$ cat src/include/e3rl_pkg.sv
// constants shared by the receive status latch block
package e3rl_pkg;
   // ==========================================================
   // register indices, byte address is four times the index
   localparam int unsigned ADDR_W = 12;
   localparam logic [9:0] IDX_STATUS_ONE = 10'h124;
   localparam logic [9:0] IDX_STATUS_TWO = 10'h126;
   localparam logic [9:0] IDX_LATCH_ONE  = 10'h128;
   localparam logic [9:0] IDX_LATCH_TWO  = 10'h12a;
   localparam logic [9:0] IDX_ENABLE_ONE = 10'h12c;
   localparam logic [9:0] IDX_ENABLE_TWO = 10'h12e;
   localparam logic [9:0] IDX_PORT_EN    = 10'h140;
   // ==========================================================
   // implemented bits and reset values
   localparam logic [15:0] MASK_ONE    = 16'h3dff;
   localparam logic [15:0] MASK_TWO    = 16'h0707;
   localparam logic [15:0] MASK_STAT1  = 16'h191f;
   localparam logic [15:0] MASK_STAT2  = 16'h0007;
   localparam logic [15:0] RESET_WORD  = 16'h0000;
   // ==========================================================
   // field positions in the first latched register
   localparam int unsigned B1_CLOCK_SRC = 13;
   localparam int unsigned B1_UNSTABLE  = 12;
   localparam int unsigned B1_MISMATCH  = 11;
   localparam int unsigned B1_PAYLOAD   = 10;
   localparam int unsigned B1_ONES      = 8;
   localparam int unsigned B1_GC        = 7;
   localparam int unsigned B1_NR        = 6;
   localparam int unsigned B1_ALIGN     = 5;
   // second latched register
   localparam int unsigned B2_REMOTE    = 10;
   localparam int unsigned B2_PARITY    = 9;
   localparam int unsigned B2_FRAMING   = 8;
   // ==========================================================
   // change detector vector layout, count of settle cycles
   localparam int unsigned DV_WIDTH  = 34;
   localparam int unsigned DV_ALARM  = 3;
   localparam int unsigned DV_ONES   = 8;
   localparam int unsigned DV_MISM   = 9;
   localparam int unsigned DV_UNST   = 10;
   localparam int unsigned DV_NR     = 11;
   localparam int unsigned DV_GC     = 19;
   localparam int unsigned DV_PT     = 27;
   localparam int unsigned DV_TS     = 30;
   localparam logic [1:0] PRIME_CYCLES = 2'h2;
   // bus responses
   localparam logic [1:0] RESP_OKAY   = 2'h0;
   localparam logic [1:0] RESP_SLVERR = 2'h2;
endpackage : e3rl_pkg

$ cat src/rtl/e3rl_delta.sv
// per-bit change and rising-edge detector
`timescale 1ns/1ps
`default_nettype none
module e3rl_delta #(
   parameter int unsigned WIDTH = 34
) (
   input  wire logic             clk,
   input  wire logic             rst_n,
   input  wire logic [WIDTH-1:0] din,
   output logic      [WIDTH-1:0] chg,
   output logic      [WIDTH-1:0] rise
);
   // ==========================================================
   // state
   typedef struct packed {
      logic [WIDTH-1:0] prev;
      logic [1:0]       settle;
   } e3rl_delta_type;
   e3rl_delta_type s_q, s_d;

   if (WIDTH < 1) begin : g_chk
      $error("e3rl_delta: WIDTH must be at least one");
   end

   // settle counter hides the first load after reset
   always_comb begin
      s_d = s_q;
      s_d.prev = din;
      if (s_q.settle != e3rl_pkg::PRIME_CYCLES) begin
         s_d.settle = s_q.settle + 2'h1;
      end
   end

   always_ff @(posedge clk) begin
      if (!rst_n) begin
         s_q <= '0;
      end else begin
         s_q <= s_d;
      end
   end

   // ==========================================================
   // one detector per bit
   for (genvar i = 0; i < WIDTH; i++) begin : g_bit
      assign chg[i]  = (s_q.settle == e3rl_pkg::PRIME_CYCLES) && (din[i] != s_q.prev[i]);
      assign rise[i] = chg[i] && din[i];
   end
endmodule : e3rl_delta
`default_nettype wire

$ cat src/rtl/e3rl_top.sv
// receive status latches, enables and interrupt with AXI4-Lite access
//
// Local design decision: the AXI4-Lite interface to the registers.
`timescale 1ns/1ps
`default_nettype none
module e3rl_top #(
   parameter int unsigned ALIGN_W = 10,
   parameter int unsigned COUNT_W = 16
) (
   input  wire logic                       CORE_CLK,
   input  wire logic                       RST_N,
   input  wire logic                       S_AXI_AWVALID,
   output logic                            S_AXI_AWREADY,
   input  wire logic [e3rl_pkg::ADDR_W-1:0] S_AXI_AWADDR,
   input  wire logic [2:0]                 S_AXI_AWPROT,
   input  wire logic                       S_AXI_WVALID,
   output logic                            S_AXI_WREADY,
   input  wire logic [31:0]                S_AXI_WDATA,
   input  wire logic [3:0]                 S_AXI_WSTRB,
   output logic                            S_AXI_BVALID,
   input  wire logic                       S_AXI_BREADY,
   output logic [1:0]                      S_AXI_BRESP,
   input  wire logic                       S_AXI_ARVALID,
   output logic                            S_AXI_ARREADY,
   input  wire logic [e3rl_pkg::ADDR_W-1:0] S_AXI_ARADDR,
   input  wire logic [2:0]                 S_AXI_ARPROT,
   output logic                            S_AXI_RVALID,
   input  wire logic                       S_AXI_RREADY,
   output logic [31:0]                     S_AXI_RDATA,
   output logic [1:0]                      S_AXI_RRESP,
   input  wire logic [3:0]                 CLOCK_SOURCE_CODE,
   input  wire logic [2:0]                 PAYLOAD_TYPE_FIELD,
   input  wire logic                       PAYLOAD_UNSTABLE,
   input  wire logic                       PAYLOAD_MISMATCH,
   input  wire logic                       UNFRAMED_ALL_ONES,
   input  wire logic [7:0]                 GENERAL_CHANNEL_BYTE,
   input  wire logic [7:0]                 NETWORK_REQ_BYTE,
   input  wire logic                       FRAME_LOST,
   input  wire logic                       REMOTE_DEFECT,
   input  wire logic                       ALARM_INDICATION,
   input  wire logic                       OUT_OF_FRAME,
   input  wire logic                       SIGNAL_ABSENT_INPUT,
   input  wire logic                       ALIGN_LOAD,
   input  wire logic [ALIGN_W-1:0]         ALIGN_POS,
   input  wire logic                       REMOTE_ERROR_DET,
   input  wire logic                       PARITY_ERROR_DET,
   input  wire logic                       FRAMING_ERROR_DET,
   input  wire logic [COUNT_W-1:0]         REMOTE_COUNT,
   input  wire logic [COUNT_W-1:0]         PARITY_COUNT,
   input  wire logic [COUNT_W-1:0]         FRAMING_COUNT,
   output logic                            IRQ
);
   // ==========================================================
   // state of the whole block
   typedef struct packed {
      logic [15:0]        stat1;
      logic [15:0]        stat2;
      logic [3:0]         ts;
      logic [2:0]         pt;
      logic [7:0]         gc;
      logic [7:0]         nr;
      logic [15:0]        latch1;
      logic [15:0]        latch2;
      logic [15:0]        en1;
      logic [15:0]        en2;
      logic               port_en;
      logic [ALIGN_W-1:0] align_last;
      logic               align_valid;
      logic               aw_have;
      logic               w_have;
      logic [9:0]         widx;
      logic [15:0]        wdata;
      logic [1:0]         wstrb;
      logic               awready;
      logic               wready;
      logic               bvalid;
      logic [1:0]         bresp;
      logic               arready;
      logic               rvalid;
      logic [15:0]        rdata;
      logic [1:0]         rresp;
      logic               irq;
   } e3rl_state_type;
   e3rl_state_type s_q, s_d;

   if (ALIGN_W < 1 || COUNT_W < 1) begin : g_chk
      $error("e3rl_top: ALIGN_W and COUNT_W must be at least one");
   end

   // ==========================================================
   // change detection on the registered live status
   logic [e3rl_pkg::DV_WIDTH-1:0] dv;
   logic [e3rl_pkg::DV_WIDTH-1:0] dchg;
   logic [e3rl_pkg::DV_WIDTH-1:0] drise;

   assign dv = {s_q.ts, s_q.pt, s_q.gc, s_q.nr, s_q.stat1[12], s_q.stat1[11],
                s_q.stat1[8], s_q.stat1[4:0], s_q.stat2[2:0]};

   e3rl_delta #(
      .WIDTH (e3rl_pkg::DV_WIDTH)
   ) u_delta (
      .clk   (CORE_CLK),
      .rst_n (RST_N),
      .din   (dv),
      .chg   (dchg),
      .rise  (drise)
   );

   // ==========================================================
   // event vectors for the two latched registers
   logic [15:0] ev1;
   logic [15:0] ev2;
   logic        align_evt;

   // first alignment after reset has nothing to differ from
   assign align_evt = ALIGN_LOAD && s_q.align_valid && (ALIGN_POS != s_q.align_last);

   always_comb begin
      ev1 = '0;
      ev1[e3rl_pkg::B1_CLOCK_SRC] = |dchg[e3rl_pkg::DV_TS +: 4];
      ev1[e3rl_pkg::B1_UNSTABLE]  = drise[e3rl_pkg::DV_UNST];
      ev1[e3rl_pkg::B1_MISMATCH]  = drise[e3rl_pkg::DV_MISM];
      ev1[e3rl_pkg::B1_PAYLOAD]   = |dchg[e3rl_pkg::DV_PT +: 3];
      ev1[e3rl_pkg::B1_ONES]      = dchg[e3rl_pkg::DV_ONES];
      ev1[e3rl_pkg::B1_GC]        = |dchg[e3rl_pkg::DV_GC +: 8];
      ev1[e3rl_pkg::B1_NR]        = |dchg[e3rl_pkg::DV_NR +: 8];
      ev1[e3rl_pkg::B1_ALIGN]     = align_evt;
      ev1[4:0]                    = dchg[e3rl_pkg::DV_ALARM +: 5];
      ev2 = '0;
      ev2[e3rl_pkg::B2_REMOTE]    = REMOTE_ERROR_DET;
      ev2[e3rl_pkg::B2_PARITY]    = PARITY_ERROR_DET;
      ev2[e3rl_pkg::B2_FRAMING]   = FRAMING_ERROR_DET;
      ev2[2:0]                    = drise[2:0];
   end

   // ==========================================================
   // bus write and read decode helpers
   logic        wr_fire;
   logic [15:0] bmask;
   logic [15:0] wbits;
   logic        ar_fire;
   logic [9:0]  ridx;

   assign wr_fire = s_q.aw_have && s_q.w_have && !s_q.bvalid;
   assign bmask   = {{8{s_q.wstrb[1]}}, {8{s_q.wstrb[0]}}};
   assign wbits   = s_q.wdata & bmask;
   assign ar_fire = S_AXI_ARVALID && s_q.arready;
   assign ridx    = S_AXI_ARADDR[e3rl_pkg::ADDR_W-1:2];

   // ==========================================================
   // next state
   always_comb begin
      s_d = s_q;
      // live status sampling; unimplemented bits stay zero
      s_d.stat1 = '0;
      s_d.stat1[12] = PAYLOAD_UNSTABLE;
      s_d.stat1[11] = PAYLOAD_MISMATCH;
      s_d.stat1[8]  = UNFRAMED_ALL_ONES;
      s_d.stat1[4]  = FRAME_LOST;
      s_d.stat1[3]  = REMOTE_DEFECT;
      s_d.stat1[2]  = ALARM_INDICATION;
      s_d.stat1[1]  = OUT_OF_FRAME;
      s_d.stat1[0]  = SIGNAL_ABSENT_INPUT;
      s_d.stat2 = '0;
      s_d.stat2[2] = (REMOTE_COUNT != '0);
      s_d.stat2[1] = (PARITY_COUNT != '0);
      s_d.stat2[0] = (FRAMING_COUNT != '0);
      s_d.ts = CLOCK_SOURCE_CODE;
      s_d.pt = PAYLOAD_TYPE_FIELD;
      s_d.gc = GENERAL_CHANNEL_BYTE;
      s_d.nr = NETWORK_REQ_BYTE;
      // alignment memory
      if (ALIGN_LOAD) begin
         s_d.align_last  = ALIGN_POS;
         s_d.align_valid = 1'b1;
      end

      // write address and data are taken in either order
      if (S_AXI_AWVALID && s_q.awready) begin
         s_d.aw_have = 1'b1;
         s_d.widx    = S_AXI_AWADDR[e3rl_pkg::ADDR_W-1:2];
      end
      if (S_AXI_WVALID && s_q.wready) begin
         s_d.w_have = 1'b1;
         s_d.wdata  = S_AXI_WDATA[15:0];
         s_d.wstrb  = S_AXI_WSTRB[1:0];
      end

      // latches: set wins over a same-cycle clear
      s_d.latch1 = s_q.latch1 | ev1;
      s_d.latch2 = s_q.latch2 | ev2;
      if (wr_fire) begin
         s_d.aw_have = 1'b0;
         s_d.w_have  = 1'b0;
         s_d.bvalid  = 1'b1;
         s_d.bresp   = e3rl_pkg::RESP_OKAY;
         if (s_q.widx == e3rl_pkg::IDX_LATCH_ONE) begin
            s_d.latch1 = (s_q.latch1 & ~wbits) | ev1;
         end else if (s_q.widx == e3rl_pkg::IDX_LATCH_TWO) begin
            s_d.latch2 = (s_q.latch2 & ~wbits) | ev2;
         end else if (s_q.widx == e3rl_pkg::IDX_ENABLE_ONE) begin
            s_d.en1 = ((s_q.en1 & ~bmask) | wbits) & e3rl_pkg::MASK_ONE;
         end else if (s_q.widx == e3rl_pkg::IDX_ENABLE_TWO) begin
            s_d.en2 = ((s_q.en2 & ~bmask) | wbits) & e3rl_pkg::MASK_TWO;
         end else if (s_q.widx == e3rl_pkg::IDX_PORT_EN) begin
            if (s_q.wstrb[0]) begin
               s_d.port_en = s_q.wdata[0];
            end
         end else if (s_q.widx == e3rl_pkg::IDX_STATUS_ONE ||
                      s_q.widx == e3rl_pkg::IDX_STATUS_TWO) begin
            s_d.bresp = e3rl_pkg::RESP_OKAY;                    // read-only, ignored
         end else begin
            s_d.bresp = e3rl_pkg::RESP_SLVERR;
         end
      end
      s_d.latch1 = s_d.latch1 & e3rl_pkg::MASK_ONE;
      s_d.latch2 = s_d.latch2 & e3rl_pkg::MASK_TWO;
      if (s_q.bvalid && S_AXI_BREADY) begin
         s_d.bvalid = 1'b0;
      end
      s_d.awready = !s_d.aw_have && !s_d.bvalid;
      s_d.wready  = !s_d.w_have && !s_d.bvalid;

      // read: answer one cycle after the address is taken
      if (ar_fire) begin
         s_d.rvalid = 1'b1;
         s_d.rresp  = e3rl_pkg::RESP_OKAY;
         if (ridx == e3rl_pkg::IDX_STATUS_ONE) begin
            s_d.rdata = s_q.stat1;
         end else if (ridx == e3rl_pkg::IDX_STATUS_TWO) begin
            s_d.rdata = s_q.stat2;
         end else if (ridx == e3rl_pkg::IDX_LATCH_ONE) begin
            s_d.rdata = s_q.latch1;
         end else if (ridx == e3rl_pkg::IDX_LATCH_TWO) begin
            s_d.rdata = s_q.latch2;
         end else if (ridx == e3rl_pkg::IDX_ENABLE_ONE) begin
            s_d.rdata = s_q.en1;
         end else if (ridx == e3rl_pkg::IDX_ENABLE_TWO) begin
            s_d.rdata = s_q.en2;
         end else if (ridx == e3rl_pkg::IDX_PORT_EN) begin
            s_d.rdata = {15'h0000, s_q.port_en};
         end else begin
            s_d.rdata = '0;
            s_d.rresp = e3rl_pkg::RESP_SLVERR;
         end
      end else if (s_q.rvalid && S_AXI_RREADY) begin
         s_d.rvalid = 1'b0;
      end
      s_d.arready = !s_d.rvalid;

      // interrupt: positionwise gating, then the port enable
      s_d.irq = s_q.port_en &&
                (|(s_q.latch1 & s_q.en1) || |(s_q.latch2 & s_q.en2));
   end

   // ==========================================================
   // state register
   always_ff @(posedge CORE_CLK) begin
      if (!RST_N) begin
         s_q <= '0;
      end else begin
         s_q <= s_d;
      end
   end

   // ==========================================================
   // outputs straight from flip-flops
   assign S_AXI_AWREADY = s_q.awready;
   assign S_AXI_WREADY  = s_q.wready;
   assign S_AXI_BVALID  = s_q.bvalid;
   assign S_AXI_BRESP   = s_q.bresp;
   assign S_AXI_ARREADY = s_q.arready;
   assign S_AXI_RVALID  = s_q.rvalid;
   assign S_AXI_RDATA   = {16'h0000, s_q.rdata};
   assign S_AXI_RRESP   = s_q.rresp;
   assign IRQ           = s_q.irq;
endmodule : e3rl_top
`default_nettype wire

$ cat config.mk
export PLATFORM = sky130hd
export DESIGN_NAME = e3rl_top
export DESIGN_NICKNAME = d
export VERILOG_FILES = /design/src/include/e3rl_pkg.sv /design/src/rtl/e3rl_delta.sv /design/src/rtl/e3rl_top.sv
export SDC_FILE = /design/constraint.sdc
export NUM_CORES = 1
export LEC_CHECK = 0
export BUFFER_PORTS_ARGS = -buffer_cell sky130_fd_sc_hd__clkbuf_2
export CELL_PAD_IN_SITES_DETAIL_PLACEMENT = 0
export CELL_PAD_IN_SITES_GLOBAL_PLACEMENT = 1
export CORE_UTILIZATION = 41
export DETAILED_ROUTE_END_ITERATION = 10
export GPL_ROUTABILITY_DRIVEN = 1
export GPL_TIMING_DRIVEN = 0
export PLACE_DENSITY = 0.95
export SETUP_SLACK_MARGIN = 0.02
export SKIP_CTS_REPAIR_TIMING = 1
export SYNTH_ARGS = -nofsm -noshare
export SYNTH_HDL_FRONTEND = slang
export SYNTH_SLANG_ARGS = --single-unit
$ cat constraint.sdc
create_clock -name CORE_CLK -period 3.9 [get_ports CORE_CLK]
set_input_delay 0.585 -clock CORE_CLK [delete_from_list [all_inputs] [get_ports CORE_CLK]]
set_output_delay 0.585 -clock CORE_CLK [all_outputs]
set_load 0.02 [all_outputs]
# Word level (Yosys, flattened, before mapping)
# Cells that the tools add are included.
# word_totals
reg_bits	207
in_bits	166
output_inout_bits	42
elab_cells	211
# classes
addsub	1
eq_ne	51
muxes	38
bitwise_logic	19
reduce_logical	70
# ops
cell	n
== test 10 x 9 -> 1 bit (second input constant)	14
two-way mux 16 bit	5
two-way mux 63 bit	1
logical AND 1 bit	51
two-way mux 49 bit	1
nonzero test 16 bit	3
bitwise AND 14 bit	3
two-way mux 14 bit	3
OR 14 bit	3
!= test 1 bit	34
bitwise AND 16 bit	2
OR 16 x 11 -> 16 bit	2
OR reduction 16 bit	2
two-way mux 31 bit	1
two-way mux 2 bit	14
two-way mux 11 bit	2
bitwise AND 16 x 11 -> 16 bit	1
inverter 16 bit	1
OR reduction 8 bit	2
inverter 14 bit	1
two-way mux 12 bit	1
bitwise AND 11 bit	1
OR 11 bit	1
!= test 10 bit	1
13 further kinds	29

# Longest topological paths before layout
# logic_depth
depth_word	12
depth_mapped	7
mapped_depth_nobuf	5

# By module
# A second synthesis with hierarchy kept.
# hier_totals
hier_cells	841
area_unflattened_um2	7498.4
# modules_own_cells
module	instances	cells_per_inst	area_per_inst_um2	seq_area_each_um2
e3rl_top	1	652	5655.4	2682.6
e3rl_delta	1	189	1843.0	720.7

# Worst setup path before layout
# Ideal clock, no wire load.
# synth_timing
path_kind	input to register
from	input S_AXI_ARADDR[3] in the netlist's numbering
to	register s_q, in the netlist S_AXI_RDATA[2]
setup_time_ps	117
arrival_time_ps	1812
required_ps	3783
slack_ps	1971
stages	5
path_buffers	1
path_cell_list	clkbuf_1 -> nor4b_1 -> nand3_1 -> or3_1 -> a32o_1
# synth_between
elab_chain_cells	7
word_cells_on_any_way	12
classes_between	6 x eq/ne; 6 x mux
# synth_lines
element	line	source
from (decl)	e3rl_top.sv:25	input wire logic [e3rl_pkg::ADDR_W-1:0] S_AXI_ARADDR,
== test 10 x 9 -> 1 bit	e3rl_top.sv:238	end else if (ridx == e3rl_pkg::IDX_ENABLE_TWO) begin
two-way mux 11 bit	e3rl_top.sv:238	
two-way mux 14 bit	e3rl_top.sv:236	end else if (ridx == e3rl_pkg::IDX_ENABLE_ONE) begin
two-way mux 16 bit	e3rl_top.sv:234	end else if (ridx == e3rl_pkg::IDX_LATCH_TWO) begin
two-way mux 16 bit	e3rl_top.sv:232	end else if (ridx == e3rl_pkg::IDX_LATCH_ONE) begin
two-way mux 16 bit	e3rl_top.sv:230	end else if (ridx == e3rl_pkg::IDX_STATUS_TWO) begin
two-way mux 16 bit *	e3rl_top.sv:228	if (ridx == e3rl_pkg::IDX_STATUS_ONE) begin
to (signal assigned)	e3rl_top.sv:260	s_q <= '0;
to (signal assigned)	e3rl_top.sv:262	s_q <= s_d;
to (decl)	e3rl_top.sv:84	e3rl_state_type s_q, s_d;
# Mark *: on every way between the ends. The rest lies on a longest branch, timed or not.
# A chain may end at the register's enable or synchronous reset.

# Final worst setup path
# layout_timing
from	register s_q, in the netlist S_AXI_BVALID
to	register s_q[121] in the netlist's numbering
# layout_between
elab_chain_cells	3
# layout_lines
element	line	source
zero test 1 bit	e3rl_top.sv:144	assign wr_fire = s_q.aw_have && s_q.w_have && !s_q.bvalid;
logical AND 1 bit	e3rl_top.sv:144	
two-way mux 63 bit	e3rl_top.sv:192	if (wr_fire) begin
# No other way between the ends.

==> reports/results.ini <==
[status]
status=finished clean

[clock_network]
clock_latency_ps=430
cts_root_buf=clkbuf_16
clk_pin_slew_ps=70
clk_path_buf_depth=2
cts_buffers=17
clock-sinks=170
cts_tree=done
htree_levels=4

[synth]
synth_area_per_cell_um2=9.15
synth_ff_type=dfxtp_1
syn_inst=754
netlist_area_um2=6900
synth-async-reset-ratio_pct=0
synth_cell_types=54
synth_seq_cells=170
synth_edf_count=0
ys_seq_area_share_pct=49.3
ys_warn_count=0

[setup_path]
r2r_cells=5
cpPeakStageDelay_ps=580
slowest_stage=nor4_4
critPathLaunchType=flip-flop
reg2reg_to=s_q[121]
cp-end-kind=flip-flop
cp.arrival_ps=2310
cp_num_buf_inv=0
cp.required_ps=4200
worstSetupPathType=flip-flop to flip-flop
r2r_setup_slack_ps=1890
worst_path_dominant_cell_family=simple AND/OR/NAND/NOR gates
worst-path-max-fanout=8
path_cells=nand3b_1 > nor4_4 > nand3_2 > o211ai_1 > o21ai_0
r2r-start=S_AXI_BVALID

[floorplanning]
core_um2=16500
boundaryPins=208
initial_core_util_pct=41.8
die-area_um2=17400
rows=47
die_h_um=132
die_w_um=132

[power]
p_per_area_nw_per_um2=460
vdd_drop_max_v=0.000316
finalPower_mw=3.95
p_leak_nw=3.56

[placed_design]
dp_hpwl_um=13300
place_area_um2=8020
gp_congestion=0.891
io_buffers=155

[global_route]
track_usage_pct=20.8
antenna_found_initial=0
grt_pass1_wl_um=28000
grt_pass1_vias=5588
grt.overflow.total=0
grt_max_degree=17

[hold_path]
min_to=dv[3]
min_path_cells=2
hold_class=input port to flip-flop
worst_hold_startpoint=SIGNAL_ABSENT_INPUT

[layout]
drive_gt1_share_pct=25.0
area_delta_synth_final_pct=24.3
final_area_um2=8580
fin_nets=1114
nFillCells=1576
diodes=0

[sta]
finalHoldViolCount=0
min_period_ps=2010
fin_tns_setup_ps=0
worst_pin_slew_ps=711
clock.fmax_mhz=498
finClkSkew_ps=7.60
drv_slew=0
finalSetupViolCount=0
min_period_over_period_pct=51.5
rsz0062_at_grt=no
relSlewSlack_pct=52.6
whs_ps=359

[routing]
wirelength_um=17300
avgRoutedWirePerCell_um=14.7
route.vias.total=5883
drc=0
ant_nets=0
first_iter_violations=392
viasPerCell=4.99
drt_pre_antenna_iters=5

[flow_run]
max-cap-violations=0

-- cells in the final DEF (no fill, tap or decap), types with 14 or more instances in the layout --
cell type,instances
conb_1,20
clkbuf_2,155
buf_4,36
a21oi_1,57
nand2_1,86
and2_1,70
clkbuf_16,17
inv_1,17
nor2_1,39
xor2_1,16
xnor2_1,24
nor4_1,14
dfxtp_1,170
clkbuf_1,30
nand3_1,31
o21ai_0,40
mux2i_1,26
-- kinds of logic after synthesis --
group                    after synthesis  synth area share [%]
AO/OA/AOI/OAI                        133                  11.3
XOR/XNOR                              40                  5.08
adder cells (fa/ha/maj)                1                 0.181
buffers and inverters                 89                  7.05
flip-flops                           170                  49.3
multiplexers                          30                  4.75
other                                  1                0.0543
AND/OR/NAND/NOR                      290                  22.3
-- worst max-delay path by stage --
stage                    start        endpoint  slack (ps)  cells past startpoint
5_1_grt           S_AXI_BVALID        s_q[121]        1740                      5
3_3_place_gp   S_AXI_ARADDR[3]  S_AXI_RDATA[2]        1600                      5
2_1_floorplan  S_AXI_ARADDR[3]  S_AXI_RDATA[2]        1970                      5
4_1_cts           S_AXI_BVALID        s_q[121]        1860                      5
3_5_place_dp   S_AXI_ARADDR[3]  S_AXI_RDATA[2]        1590                      5
6_report          S_AXI_BVALID        s_q[121]        1890                      5
-- power breakdown --
group / leakage [nW] / switching, mW / internal, mW
logic: 1.91 / 0.257 / 0.197
registers: 1.39 / 0.0717 / 1.84
clock network: 0.261 / 0.673 / 0.908
-- cell type report --
type,count,area [um2],share of cell area (%)
flip-flops and latches,170,3400,39.7
multi-input cells,514,3080,35.9
repair buffers,155,776,9.04
clock buffers,21,460,5.37
plain buffers,71,419,4.88
well taps,220,275,3.21
clock inverters,11,96.3,1.12
inverters,18,67.6,0.787
-- per-layer routing --
layer	up-vias	global-route usage [%]	routed length, um
met4	0	7.24	301
met3	24	5.04	1140
met2	228	35.1	8330
met1	2715	25.8	7540
li1	2916	-	-
met5	-	0	0
-- synth_stat cells (all sizes together) (15+ instances only) --
cell type / count / share of area (%)
mux2i: 26 / 3.8
buf: 42 / 4.4
inv: 18 / 0.98
nor4: 15 / 1.6
nand3: 34 / 2.8
xor2: 16 / 2.0
nor2: 40 / 2.2
nand2: 86 / 4.7
and2: 70 / 6.3
dfxtp: 170 / 49
clkbuf: 29 / 1.7
xnor2: 24 / 3.0
a21oi: 57 / 4.1
o21ai: 40 / 2.9
-- stage by stage --
step	util [%]	std cells	worst slack [ps]
2_1_floorplan	-	773	1970
3_3_place_gp	48.6	1148	1600
3_5_place_dp	48.6	1148	1590
4_1_cts	51.9	1180	1860
5_1_grt	51.9	1180	1740
6_report	51.9	1180	1890
No activity file was read; power rests on OpenSTA's default activity.
